**config.mk**
```make
export PLATFORM = sky130hd
export DESIGN_NAME = pfm_top
export DESIGN_NICKNAME = d
export VERILOG_FILES = /design/src/pfm_pkg.sv /design/src/pfm_jtag_if.sv /design/src/pfm_jtag_pins.sv /design/src/pfm_rst_ctl.sv /design/src/pfm_top.sv
export SDC_FILE = /design/constraint.sdc
export NUM_CORES = 1
export LEC_CHECK = 0
export BUFFER_PORTS_ARGS = -buffer_cell sky130_fd_sc_hd__buf_2
export CAP_MARGIN = 10
export CORE_MARGIN = 2
export CORE_UTILIZATION = 44
export CTS_BUF_LIST = sky130_fd_sc_hd__clkbuf_8
export CTS_CLUSTER_DIAMETER = 100
export DETAILED_ROUTE_END_ITERATION = 16
export PLACE_DENSITY = 0.8
export SETUP_SLACK_MARGIN = 0.3
export SYNTH_ARGS = -nofsm -noshare
export SYNTH_HDL_FRONTEND = slang
export SYNTH_SLANG_ARGS = --single-unit
```
**constraint.sdc**
```tcl
create_clock -name sys_clk_i -period 1.6 [get_ports sys_clk_i]
set_clock_uncertainty 0.1 [all_clocks]
set_input_delay 0.24 -clock sys_clk_i [delete_from_list [all_inputs] [get_ports sys_clk_i]]
set_output_delay 0.24 -clock sys_clk_i [all_outputs]
set_load 0.005 [all_outputs]
```
**src/pfm_pkg.sv**
```systemverilog
// constants and types shared by the pin function multiplexer
package pfm_pkg;
  // pin index map: port A 0..7, port B 8..15, port C 16..23, port D 24..27
  localparam int unsigned NPIN     = 28;
  localparam int unsigned PA_BASE  = 0;
  localparam int unsigned PB_BASE  = 8;
  localparam int unsigned PC_BASE  = 16;
  localparam int unsigned PD_BASE  = 24;
  localparam int unsigned PIN_RST  = PA_BASE + 7;
  localparam int unsigned PIN_TDI  = PD_BASE + 0;
  localparam int unsigned PIN_TCK  = PD_BASE + 2;
  localparam int unsigned PIN_TMS  = PD_BASE + 3;

  // function select codes, one 2-bit field per port B pin and per port A pin 0..5
  localparam logic [1:0] FN_GPIO  = 2'h0;
  localparam logic [1:0] FN_ALT1  = 2'h1;
  localparam logic [1:0] FN_ALT2  = 2'h2;
  localparam logic [1:0] FN_ALT3  = 2'h3;
  typedef logic [1:0] pfm_fn_t;

  // clock_out_source_select codes
  localparam logic [1:0] CKO_OFF  = 2'h0;
  localparam logic [1:0] CKO_MSTR = 2'h1;
  localparam logic [1:0] CKO_BUS  = 2'h2;
  localparam logic [1:0] CKO_OSC  = 2'h3;
  typedef logic [1:0] pfm_cko_t;

  // which alternates each port exists for
  localparam logic [7:0] PA_ALT1_MASK = 8'h37;
  localparam logic [7:0] PA_ALT23_MASK = 8'h30;
  localparam logic [7:0] PB_ALT3_MASK = 8'h40;
  // pads without a pull-up: absent A3/A6
  localparam logic [7:0] PA_ABSENT    = 8'h48;

  // reset values
  localparam logic [NPIN-1:0] PAD_PU_RST = 28'hF00FFB7;
  localparam logic [NPIN-1:0] PAD_OE_RST = 28'h0000000;
  localparam logic [NPIN-1:0] SYNC_RST   = 28'hFFFFFFF;
  localparam logic [7:0]      ANA_EN_RST = 8'hFF;

  // internal reset release after the last reset source goes away
  localparam int unsigned RST_RELEASE_CYC = 32;

  typedef enum logic [2:0] {
    RS_HOLD  = 3'b001,
    RS_COUNT = 3'b010,
    RS_RUN   = 3'b100
  } pfm_rst_state_e;
endpackage

```
**src/pfm_jtag_if.sv**
```systemverilog
// synchronised test pins and test data output between mux and test pin logic
`timescale 1ns/1ns
`default_nettype none
interface pfm_jtag_if;
  logic tck_s;
  logic tms_s;
  logic tdi_s;
  logic tdo_val;
  logic tdo_en;
  modport mux (output tck_s, output tms_s, output tdi_s, input tdo_val, input tdo_en);
  modport tap (input tck_s, input tms_s, input tdi_s, output tdo_val, output tdo_en);
endinterface
`default_nettype wire

```
**src/pfm_jtag_pins.sv**
```systemverilog
// test clock edge detection, mode/data sampling and test data output timing
`timescale 1ns/1ns
`default_nettype none
module pfm_jtag_pins (
  // clock, reset, enable
  input  wire logic sys_clk_i,
  input  wire logic rst_n_i,
  input  wire logic ce_i,
  // pins side
  pfm_jtag_if.tap   jt,
  // test controller side
  input  wire logic tap_shift_i,
  input  wire logic tdo_data_i,
  output logic      tck_rise_o,
  output logic      tms_o,
  output logic      tdi_o
);
  logic tck_d_r;
  logic tdo_val_r;
  logic tdo_en_r;

  wire tck_rise = jt.tck_s & ~tck_d_r;
  wire tck_fall = ~jt.tck_s & tck_d_r;

  assign jt.tdo_val = tdo_val_r;
  assign jt.tdo_en  = tdo_en_r;

  always_ff @(posedge sys_clk_i) begin
    if (!rst_n_i) begin
      tck_d_r    <= 1'b1;
      tck_rise_o <= 1'b0;
      tms_o      <= 1'b1;
      tdi_o      <= 1'b1;
      tdo_val_r  <= 1'b0;
      tdo_en_r   <= 1'b0;
    end else if (ce_i) begin
      tck_d_r    <= jt.tck_s;
      tck_rise_o <= tck_rise;
      // mode select taken on test clock rise
      if (tck_rise) tms_o <= jt.tms_s;
      // data input taken on test clock rise
      if (tck_rise) tdi_o <= jt.tdi_s;
      // output and its enable move on test clock fall; enable high in shift states only
      if (tck_fall) begin
        tdo_val_r <= tdo_data_i;
        tdo_en_r  <= tap_shift_i;
      end
    end
  end
endmodule
`default_nettype wire

```
**src/pfm_rst_ctl.sv**
```systemverilog
// internal reset sequencer: pin, watchdog and software reset sources
`timescale 1ns/1ns
`default_nettype none
module pfm_rst_ctl #(
  parameter int unsigned REL_CYC = pfm_pkg::RST_RELEASE_CYC
) (
  // clock, reset, enable
  input  wire logic sys_clk_i,
  input  wire logic rst_n_i,
  input  wire logic ce_i,
  // sources
  input  wire logic pin_is_gpio_i,
  input  wire logic rst_pin_lvl_i,
  input  wire logic wdog_rst_i,
  input  wire logic sw_rst_i,
  // result
  output logic      chip_rst_n_o
);
  import pfm_pkg::*;

  localparam int unsigned CW = $clog2(REL_CYC + 1);

  if (REL_CYC < 1 || REL_CYC > 65536) begin : g_chk
    $error("pfm_rst_ctl: REL_CYC out of range");
  end

  pfm_rst_state_e st_r, st_nxt;
  logic [CW-1:0]  cnt_r, cnt_nxt;

  // pin reset only while the pin keeps its reset function
  wire pin_req  = ~pin_is_gpio_i & ~rst_pin_lvl_i;
  wire any_req  = pin_req | wdog_rst_i | sw_rst_i;
  wire cnt_done = (cnt_r == CW'(REL_CYC - 1));

  // hold while asserted, release a fixed count later
  always_comb begin
    st_nxt  = st_r;
    cnt_nxt = cnt_r;
    unique case (st_r)
      RS_HOLD: begin
        cnt_nxt = '0;
        if (!any_req) st_nxt = RS_COUNT;
      end
      RS_COUNT: begin
        cnt_nxt = cnt_r + CW'(1);
        if (any_req) begin
          st_nxt = RS_HOLD;
        end else if (cnt_done) begin
          st_nxt = RS_RUN;
        end
      end
      RS_RUN: begin
        if (any_req) st_nxt = RS_HOLD;
      end
      default: st_nxt = RS_HOLD;
    endcase
  end

  always_ff @(posedge sys_clk_i) begin
    if (!rst_n_i) begin
      st_r         <= RS_HOLD;
      cnt_r        <= '0;
      chip_rst_n_o <= 1'b0;
    end else if (ce_i) begin
      st_r         <= st_nxt;
      cnt_r        <= cnt_nxt;
      chip_rst_n_o <= (st_nxt == RS_RUN);
    end
  end
endmodule
`default_nettype wire

```
**src/pfm_top.sv**
```systemverilog
// pin function multiplexer: pad drive, pull-ups and peripheral input routing
`timescale 1ns/1ns
`default_nettype none
module pfm_top #(
  parameter int unsigned REL_CYC   = pfm_pkg::RST_RELEASE_CYC,
  parameter logic        FAULT_ACT = 1'b1
) (
  // clock, reset, enable
  input  wire logic                      sys_clk_i,
  input  wire logic                      rst_n_i,
  input  wire logic                      ce_i,
  // pads (A 0..7, B 8..15, C 16..23, D 24..27)
  input  wire logic [pfm_pkg::NPIN-1:0]  pad_in_i,
  output logic      [pfm_pkg::NPIN-1:0]  pad_out_o,
  output logic      [pfm_pkg::NPIN-1:0]  pad_oe_o,
  output logic      [pfm_pkg::NPIN-1:0]  pad_pu_o,
  output logic      [7:0]                ana_en_o,
  // function selects from system_integration_module
  input  wire logic [11:0]               sel_pa_i,
  input  wire logic                      rst_pin_gpio_i,
  input  wire logic [15:0]               sel_pb_i,
  input  wire logic [7:0]                pc_gpio_sel_i,
  input  wire logic [3:0]                pd_gpio_sel_i,
  input  wire pfm_pkg::pfm_cko_t         clock_out_source_select_i,
  input  wire logic                      oscillator_source_bit_i,
  // general-purpose port registers
  input  wire logic [pfm_pkg::NPIN-1:0]  gpio_dir_i,
  input  wire logic [pfm_pkg::NPIN-1:0]  gpio_dout_i,
  output logic      [pfm_pkg::NPIN-1:0]  gpio_in_o,
  // clock-out sources, as levels
  input  wire logic                      cko_mstr_i,
  input  wire logic                      cko_bus_i,
  input  wire logic                      cko_osc_i,
  output logic                           ext_clk_in_o,
  // reset sources and result
  input  wire logic                      wdog_rst_i,
  input  wire logic                      sw_rst_i,
  output logic                           chip_rst_n_o,
  // SPI
  input  wire logic                      spi_master_i,
  input  wire logic                      spi_sclk_drv_i,
  input  wire logic                      spi_miso_drv_i,
  input  wire logic                      spi_mosi_drv_i,
  output logic                           spi_sclk_rcv_o,
  output logic                           spi_ss_n_o,
  output logic                           spi_miso_rcv_o,
  output logic                           spi_mosi_rcv_o,
  // I2C, open drain: *_low_i pulls the line low
  input  wire logic                      i2c_scl_low_i,
  input  wire logic                      i2c_sda_low_i,
  output logic                           i2c_scl_rcv_o,
  output logic                           i2c_sda_rcv_o,
  // serial communications
  input  wire logic                      sci_txd_i,
  input  wire logic                      sci_single_wire_i,
  input  wire logic                      sci_txd_oe_i,
  output logic                           sci_rxd_o,
  // timers
  input  wire logic [3:0]                tmr_drv_i,
  input  wire logic [3:0]                tmr_oe_i,
  output logic      [3:0]                tmr_rcv_o,
  // modulator and faults
  input  wire logic [5:0]                modulator_out_i,
  input  wire logic [5:0]                fault_mask_i,
  output logic      [2:0]                fault_o,
  // test controller
  input  wire logic                      tap_shift_i,
  input  wire logic                      tdo_data_i,
  output logic                           tck_rise_o,
  output logic                           tms_o,
  output logic                           tdi_o
);
  import pfm_pkg::*;

  logic [NPIN-1:0] sync1_r;
  logic [NPIN-1:0] sync2_r;
  logic [7:0]      a_alt1, a_alt2, a_alt3;
  logic [7:0]      b_alt1, b_alt2, b_alt3;

  for (genvar i = 0; i < 8; i++) begin : g_fn
    if (i < 6) begin : g_a
      assign a_alt1[i] = PA_ALT1_MASK[i] && (sel_pa_i[2*i+:2] == FN_ALT1);
      assign a_alt2[i] = PA_ALT23_MASK[i] && (sel_pa_i[2*i+:2] == FN_ALT2);
      assign a_alt3[i] = PA_ALT23_MASK[i] && (sel_pa_i[2*i+:2] == FN_ALT3);
    end else begin : g_a_none
      assign a_alt1[i] = 1'b0;
      assign a_alt2[i] = 1'b0;
      assign a_alt3[i] = 1'b0;
    end
    assign b_alt1[i] = (sel_pb_i[2*i+:2] == FN_ALT1);
    assign b_alt2[i] = (sel_pb_i[2*i+:2] == FN_ALT2);
    assign b_alt3[i] = PB_ALT3_MASK[i] && (sel_pb_i[2*i+:2] == FN_ALT3);
  end

  wire [7:0] s_a = sync2_r[PA_BASE+:8];
  wire [7:0] s_b = sync2_r[PB_BASE+:8];

  // fault pins are inputs; any active one blocks the masked channels
  wire [2:0] fault_sel = {b_alt2[5], a_alt2[5], a_alt2[4]};
  wire [2:0] fault_lvl = {s_b[5], s_a[5], s_a[4]};
  wire [2:0] fault_nxt = fault_sel & ~(fault_lvl ^ {3{FAULT_ACT}});
  wire [5:0] mod_ok    = modulator_out_i & ~(fault_mask_i & {6{|fault_nxt}});

  // buffered_clock_out source; off reads as constant zero
  wire cko_lvl = (clock_out_source_select_i == CKO_MSTR) ? cko_mstr_i :
                 (clock_out_source_select_i == CKO_BUS)  ? cko_bus_i  :
                 (clock_out_source_select_i == CKO_OSC)  ? cko_osc_i  : 1'b0;

  // slave select from the external master, low means addressed
  wire ss_n_nxt = b_alt1[1] ? s_b[1] : 1'b1;

  pfm_jtag_if jt ();

  // port A: modulator, fault and timer alternates; bit 7 is the reset pin
  // reset function unless reprogrammed as port_a_bit7
  wire [7:0] a_peri = {~rst_pin_gpio_i, 1'b1, a_alt1[5:4] | a_alt2[5:4] | a_alt3[5:4],
                       1'b1, a_alt1[2:0]};
  // modulator channels 0,1,2,4,5; timer 2 on A4, timer 3 on A5
  wire a4_out = a_alt1[4] ? mod_ok[4] : tmr_drv_i[2];
  wire a5_out = a_alt1[5] ? mod_ok[5] : tmr_drv_i[3];
  wire a4_oe  = a_alt1[4] | (a_alt3[4] & tmr_oe_i[2]);
  wire a5_oe  = a_alt1[5] | (a_alt3[5] & tmr_oe_i[3]);
  wire [7:0] a_pout = {2'b00, a5_out, a4_out, 1'b0, mod_ok[2:0]};
  wire [7:0] a_poe  = {2'b00, a5_oe, a4_oe, 1'b0, 3'b111};

  // port B
  // bit 6 has a third alternate, the external clock input
  wire [7:0] b_peri = b_alt1 | b_alt2 | b_alt3;
  // clock drives only as master; I2C pins pull low only
  wire b0_oe = b_alt1[0] ? spi_master_i : i2c_scl_low_i;
  wire b1_oe = b_alt2[1] & i2c_sda_low_i;
  // slave drives MISO only while addressed, master listens
  wire b2_oe = b_alt1[2] ? (~spi_master_i & ~ss_n_nxt) : tmr_oe_i[2];
  wire b3_oe = b_alt1[3] ? spi_master_i : tmr_oe_i[3];
  wire b4_oe = b_alt1[4] ? tmr_oe_i[0] : 1'b1;
  wire b5_oe = b_alt1[5] & tmr_oe_i[1];
  wire b6_oe = b_alt2[6] & i2c_sda_low_i;
  // single-wire lets the serial block turn the transmit pin around
  wire b7_oe = b_alt1[7] ? (sci_single_wire_i ? sci_txd_oe_i : 1'b1) : i2c_scl_low_i;
  // data and clock share one pipeline, so the half-cycle lead survives
  wire [7:0] b_pout = {b_alt1[7] & sci_txd_i,
                       1'b0,
                       tmr_drv_i[1],
                       b_alt1[4] ? tmr_drv_i[0] : cko_lvl,
                       b_alt1[3] ? spi_mosi_drv_i : tmr_drv_i[3],
                       b_alt1[2] ? spi_miso_drv_i : tmr_drv_i[2],
                       1'b0,
                       b_alt1[0] & spi_sclk_drv_i};
  wire [7:0] b_poe  = {b7_oe, b6_oe, b5_oe, b4_oe, b3_oe, b2_oe, b1_oe, b0_oe};

  // analog is the primary use of port C, no digital drive
  wire [7:0] c_peri = ~pc_gpio_sel_i;
  // test pins; only the data output ever drives
  wire [3:0] d_peri = ~pd_gpio_sel_i;
  wire [3:0] d_pout = {2'b00, jt.tdo_val, 1'b0};
  wire [3:0] d_poe  = {2'b00, jt.tdo_en, 1'b0};

  wire [NPIN-1:0] peri  = {d_peri, c_peri, b_peri, a_peri};
  wire [NPIN-1:0] pout  = {d_pout, 8'h00, b_pout, a_pout};
  wire [NPIN-1:0] poe   = {d_poe, 8'h00, b_poe, a_poe};
  wire [NPIN-1:0] no_pu = {4'h0, c_peri, 8'h00, PA_ABSENT};

  // port_a_bit7 is open drain, drives only a low
  wire [NPIN-1:0] g_out = {gpio_dout_i[NPIN-1:8], 1'b0, gpio_dout_i[6:0]};
  wire [NPIN-1:0] g_oe  = {gpio_dir_i[NPIN-1:8], gpio_dir_i[7] & ~gpio_dout_i[7],
                           gpio_dir_i[6:0]};

  // peripheral owns drive while selected, port registers otherwise
  wire [NPIN-1:0] out_nxt = (peri & pout) | (~peri & g_out);
  wire [NPIN-1:0] oe_nxt  = (peri & poe) | (~peri & g_oe);
  // undriven pins keep a pull-up; analog and absent pads none
  wire [NPIN-1:0] pu_nxt  = ~oe_nxt & ~no_pu;

  // primary pins B0, B1, B2, B3 win over the second copy
  wire scl_nxt  = b_alt2[0] ? s_b[0] : (b_alt2[7] ? s_b[7] : 1'b1);
  wire sda_nxt  = b_alt2[1] ? s_b[1] : (b_alt2[6] ? s_b[6] : 1'b1);
  wire t2_nxt   = b_alt2[2] ? s_b[2] : (a_alt3[4] & s_a[4]);
  wire t3_nxt   = b_alt2[3] ? s_b[3] : (a_alt3[5] & s_a[5]);
  wire [3:0] tmr_nxt = {t3_nxt, t2_nxt, b_alt1[5] & s_b[5], b_alt1[4] & s_b[4]};
  // receive from B6, or from the transmit pin in single-wire use
  wire rxd_nxt  = b_alt1[6] ? s_b[6] :
                  ((b_alt1[7] & sci_single_wire_i) ? s_b[7] : 1'b1);
  wire external_clock_input_nxt = b_alt3[6] & oscillator_source_bit_i & s_b[6];
  // slave clock input, master data input
  wire sclk_nxt = b_alt1[0] & ~spi_master_i & s_b[0];
  wire miso_nxt = b_alt1[2] & spi_master_i & s_b[2];
  wire mosi_nxt = b_alt1[3] & ~spi_master_i & s_b[3];

  // a test pin given to port D presents an idle level to the test logic
  assign jt.tck_s = d_peri[2] ? sync2_r[PIN_TCK] : 1'b1;
  assign jt.tms_s = d_peri[3] ? sync2_r[PIN_TMS] : 1'b1;
  assign jt.tdi_s = d_peri[0] ? sync2_r[PIN_TDI] : 1'b1;

  assign gpio_in_o = sync2_r;

  // pads are asynchronous to sys_clk; nothing reads sync1_r but sync2_r
  always_ff @(posedge sys_clk_i) begin
    if (!rst_n_i) begin
      sync1_r <= SYNC_RST;
      sync2_r <= SYNC_RST;
    end else if (ce_i) begin
      sync1_r <= pad_in_i;
      sync2_r <= sync1_r;
    end
  end

  // reset leaves every pad undriven with its default pull-up
  always_ff @(posedge sys_clk_i) begin
    if (!rst_n_i) begin
      pad_out_o <= '0;
      pad_oe_o  <= PAD_OE_RST;
      pad_pu_o  <= PAD_PU_RST;
      ana_en_o  <= ANA_EN_RST;
    end else if (ce_i) begin
      pad_out_o <= out_nxt;
      pad_oe_o  <= oe_nxt;
      pad_pu_o  <= pu_nxt;
      ana_en_o  <= c_peri;
    end
  end

  always_ff @(posedge sys_clk_i) begin
    if (!rst_n_i) begin
      spi_sclk_rcv_o <= 1'b0;
      spi_ss_n_o     <= 1'b1;
      spi_miso_rcv_o <= 1'b0;
      spi_mosi_rcv_o <= 1'b0;
      i2c_scl_rcv_o  <= 1'b1;
      i2c_sda_rcv_o  <= 1'b1;
      sci_rxd_o      <= 1'b1;
      tmr_rcv_o      <= '0;
      fault_o        <= '0;
      ext_clk_in_o   <= 1'b0;
    end else if (ce_i) begin
      spi_sclk_rcv_o <= sclk_nxt;
      spi_ss_n_o     <= ss_n_nxt;
      spi_miso_rcv_o <= miso_nxt;
      spi_mosi_rcv_o <= mosi_nxt;
      i2c_scl_rcv_o  <= scl_nxt;
      i2c_sda_rcv_o  <= sda_nxt;
      sci_rxd_o      <= rxd_nxt;
      tmr_rcv_o      <= tmr_nxt;
      fault_o        <= fault_nxt;
      ext_clk_in_o   <= external_clock_input_nxt;
    end
  end

  pfm_rst_ctl #(
    .REL_CYC (REL_CYC)
  ) u_rst (
    .sys_clk_i     (sys_clk_i),
    .rst_n_i       (rst_n_i),
    .ce_i          (ce_i),
    .pin_is_gpio_i (rst_pin_gpio_i),
    .rst_pin_lvl_i (sync2_r[PIN_RST]),
    .wdog_rst_i    (wdog_rst_i),
    .sw_rst_i      (sw_rst_i),
    .chip_rst_n_o  (chip_rst_n_o)
  );

  pfm_jtag_pins u_jtag (
    .sys_clk_i   (sys_clk_i),
    .rst_n_i     (rst_n_i),
    .ce_i        (ce_i),
    .jt          (jt.tap),
    .tap_shift_i (tap_shift_i),
    .tdo_data_i  (tdo_data_i),
    .tck_rise_o  (tck_rise_o),
    .tms_o       (tms_o),
    .tdi_o       (tdi_o)
  );
endmodule
`default_nettype wire

```
==> flow_metrics.env <==
export IMPL_status="complete, but fails checks"
export IMPL_violations="negative hold slack"
export IMPL_layout_drive_gt1_share=0.451
export IMPL_p_leak_nw=4.88
export IMPL_final_max_slew_violation_count=0
export IMPL_min_period_ns=1.45
export IMPL_critPathCaptureType="flop"
export IMPL_yosysWarnings=0
export IMPL_crit_type="reg -> reg"
export IMPL_vias=7130
export IMPL_post_synth_top_area_fraction=0.495
export IMPL_syn_area_um2=6950
export IMPL_crit_buf_inv=0
export IMPL_finalNetCount=1349
export IMPL_crit_cells=5
export IMPL_setup_tns_final_ns=0
export IMPL_cts_tree="done"
export IMPL_path_delay_family="simple AND/OR/NAND/NOR gates"
export IMPL_drtIter0Drc=331
export IMPL_die_h_um=130
export IMPL_start_util=0.454
export IMPL_drc=0
export IMPL_grt_overflow_total=0
export IMPL_pin_count=306
export IMPL_ys_async_sr_fraction=0
export IMPL_htree_levels=4
export IMPL_numCtsBuffers=17
export IMPL_hold_slack_ns=-0.0137
export IMPL_max_freq_mhz=690
export IMPL_synth_cell_type_count=53
export IMPL_die_area_um2=16800
export IMPL_worstHoldStart="wdog_rst_i"
export IMPL_irDropWorstVdd_mv=0.626
export IMPL_grt_pass1_wl_um=33600
export IMPL_clk_pin_slew_ns=0.09
export IMPL_fin_crit_sh=0.906
export IMPL_drt_wl_total_um=23600
export IMPL_postRouteAntennaNets=0
export IMPL_finalHoldViolCount=1
export IMPL_ys_top_cells_by_area="dfxtp_1, mux2i_1, nand2_1, a21oi_1, nor2_1"
export IMPL_synth_most_common_cell="dfxtp_1"
export IMPL_hold_end="u_rst.st_r[1]"
export IMPL_worstSkewPairLatency_ns=0.46
export IMPL_cts_path_max_buffers=2
export IMPL_rows=45
export IMPL_synth_ff_latch_count=172
export IMPL_finalNonFillerCells=1393
export IMPL_r2r_end="u_rst.chip_rst_n_o"
export IMPL_max_cap_violations=0
export IMPL_rsz0062_at_grt="true"
export IMPL_max_stage_delay_ns=0.43
export IMPL_port_buffer_count=290
export IMPL_path_cells="ha_4, nand2_2, or4_4, a211oi_4, a21o_1"
export IMPL_critical_path_arrival_ns=1.75
export IMPL_power_density_nw_per_um2=887
export IMPL_avgSynthCellArea_um2=8.91
export IMPL_worst_r2r_startpoint="u_rst.cnt_r[1]"
export IMPL_yosysSeqAreaShare=0.495
export IMPL_rr_worst_depth=5
export IMPL_dp_cells=1259
export IMPL_core_um2=15300
export IMPL_syn_to_final_growth_pct=54.3
export IMPL_place_hpwl_um=15100
export IMPL_cp_max_fo=3
export IMPL_ff2ff_setup_slack_ns=0.15
export IMPL_track_usage=0.259
export IMPL_cts_sinks=172
export IMPL_wl_per_cell_um=17.0
export IMPL_synth_common_cells="dfxtp_1, nand2_1, mux2i_1"
export IMPL_grt_antenna_before_repair=0
export IMPL_hold_path_depth=3
export IMPL_via_per_inst=5.12
export IMPL_grt_max_degree=73
export IMPL_synth_edf_count=0
export IMPL_critPathLaunchType="flop"
export IMPL_hold_class="in -> reg"
export IMPL_yosysTopAreaCell="dfxtp_1"
export IMPL_drtPass1Iterations=4
export IMPL_ys_flop_type="dfxtp_1"
export IMPL_grt_pass1_vias=6693
export IMPL_crit_path_top_delay_cell="or4_4"
export IMPL_worstPathRequired_ns=1.90
export IMPL_synth_cells=780
export IMPL_die_w_um=130
export IMPL_cts_root_buf="clkbuf_8"
export IMPL_setup_violations_final=0
export IMPL_gp_congestion=0.854
export IMPL_fillers=1157
[power by group]
part	switching, mW	leakage (nW)	internal (mW)
combinational	0.714	3.24	0.773
sequential	0.123	1.42	4.50
clock	1.67	0.216	1.73
[timing repair]
| item | in CTS | in global routing |
|---|---|---|
| hold endpoints to repair | 73 | 2 |
| gates cloned | 0 | 0 |
| hold buffers | 75 | 1 |
| gates resized for setup | 55 | 146 |
| buffers inserted | 18 | 7 |
| endpoints found under the setup margin | 42 | 132 |
| pin swaps | 11 | 10 |
[tightest hold or removal path, cell delays in order]
cell,delay (ns)
buf_2,0.07
or4_4,0.14
o41ai_2,0.06
[per-stage QoR]
stage / worst slack (ns) / area [um2] / utilization / power, mW
floorplan: 0.0967 / 7050 / - / 5.29
global placement: -0.0925 / 8740 / 0.571 / 5.84
finish: 0.150 / 10700 / 0.700 / 9.51
global route: 0.101 / 10700 / 0.700 / 9.88
CTS: 0.111 / 10200 / 0.669 / 9.42
detailed placement: -0.126 / 8740 / 0.571 / 5.86
[cell usage in the layout, fill, tap and decap left out, types with 4 or more instances in the layout]
master | netlist | final
a211oi_1 | 7 | 6
inv_1 | 26 | 23
nor2b_1 | 11 | 10
nor2_1 | 63 | 62
nand4b_1 | 4 | 4
dfxtp_2 | 0 | 112
dlygate4sd3_1 | 0 | 76
dfxtp_4 | 0 | 10
clkbuf_8 | 0 | 17
a211o_1 | 6 | 6
bufinv_16 | 0 | 4
buf_2 | 15 | 250
o21a_1 | 7 | 7
nand3_1 | 33 | 32
conb_1 | 1 | 7
inv_6 | 0 | 5
buf_6 | 1 | 43
nand2b_1 | 5 | 4
o21ai_0 | 41 | 40
nor3_1 | 11 | 9
a21oi_1 | 60 | 57
buf_12 | 0 | 6
ha_1 | 14 | 12
dfxtp_1 | 172 | 50
a21o_1 | 4 | 4
buf_4 | 13 | 41
nand2_1 | 141 | 137
mux2i_1 | 69 | 69
[cell families after synthesis]
kind of cell / Yosys count / synth area share
xor gates and xnor gates: 6 / 0.00864
other: 1 / 0.000539
DFF: 172 / 0.495
buffers and inverters: 80 / 0.0540
adders and majority gates: 14 / 0.0252
muxes: 70 / 0.101
and+or+nand+nor: 290 / 0.186
AOI/OAI and AO/OA: 147 / 0.130
[flip-flops by register name, summed over array words and instances, names as in the netlist, 3 cells and up]
| name | count |
|---|---|
| gpio_in_o | 28 |
| sync1_r | 28 |
| pad_oe_o | 26 |
| pad_pu_o | 26 |
| pad_out_o | 25 |
| ana_en_o | 8 |
| u_rst.cnt_r | 6 |
| tmr_rcv_o | 4 |
| fault_o | 3 |
| u_rst.st_r | 3 |
[how the worst max path moves through the flow]
stage                               endpoint            from  slack (ns)
after floorplan                 pad_pu_o[10]     sel_pb_i[5]         0.1
after global placement          pad_pu_o[10]     sel_pb_i[5]       -0.09
after detailed placement        pad_pu_o[10]     sel_pb_i[5]       -0.13
after CTS                 u_rst.chip_rst_n_o  u_rst.cnt_r[1]        0.11
after global routing      u_rst.chip_rst_n_o  u_rst.cnt_r[3]        0.10
final                     u_rst.chip_rst_n_o  u_rst.cnt_r[1]        0.15
[final cells by class]
type	instances	area [um2]	share of cell area
inverter	27	114	0.0106
clock buffer	17	234	0.0218
timing repair buffer	416	2920	0.273
sequential	172	3620	0.338
multi-input combinational	534	3360	0.313
tap	211	264	0.0246
antenna	1	2.50	0.000233
clock inverter	15	208	0.0194
[layer usage]
metal / wire (um) / share of wire / global-route usage / vias to the layer above
li1: - / - / - / 3432
met1: 9300 / 0.39 / 0.290 / 3343
met2: 11900 / 0.50 / 0.460 / 286
met3: 1500 / 0.063 / 0.0697 / 69
met4: 929 / 0.039 / 0.121 / 0
met5: 0 / 0 / 0 / -
Power figures use the tool's default switching activity.
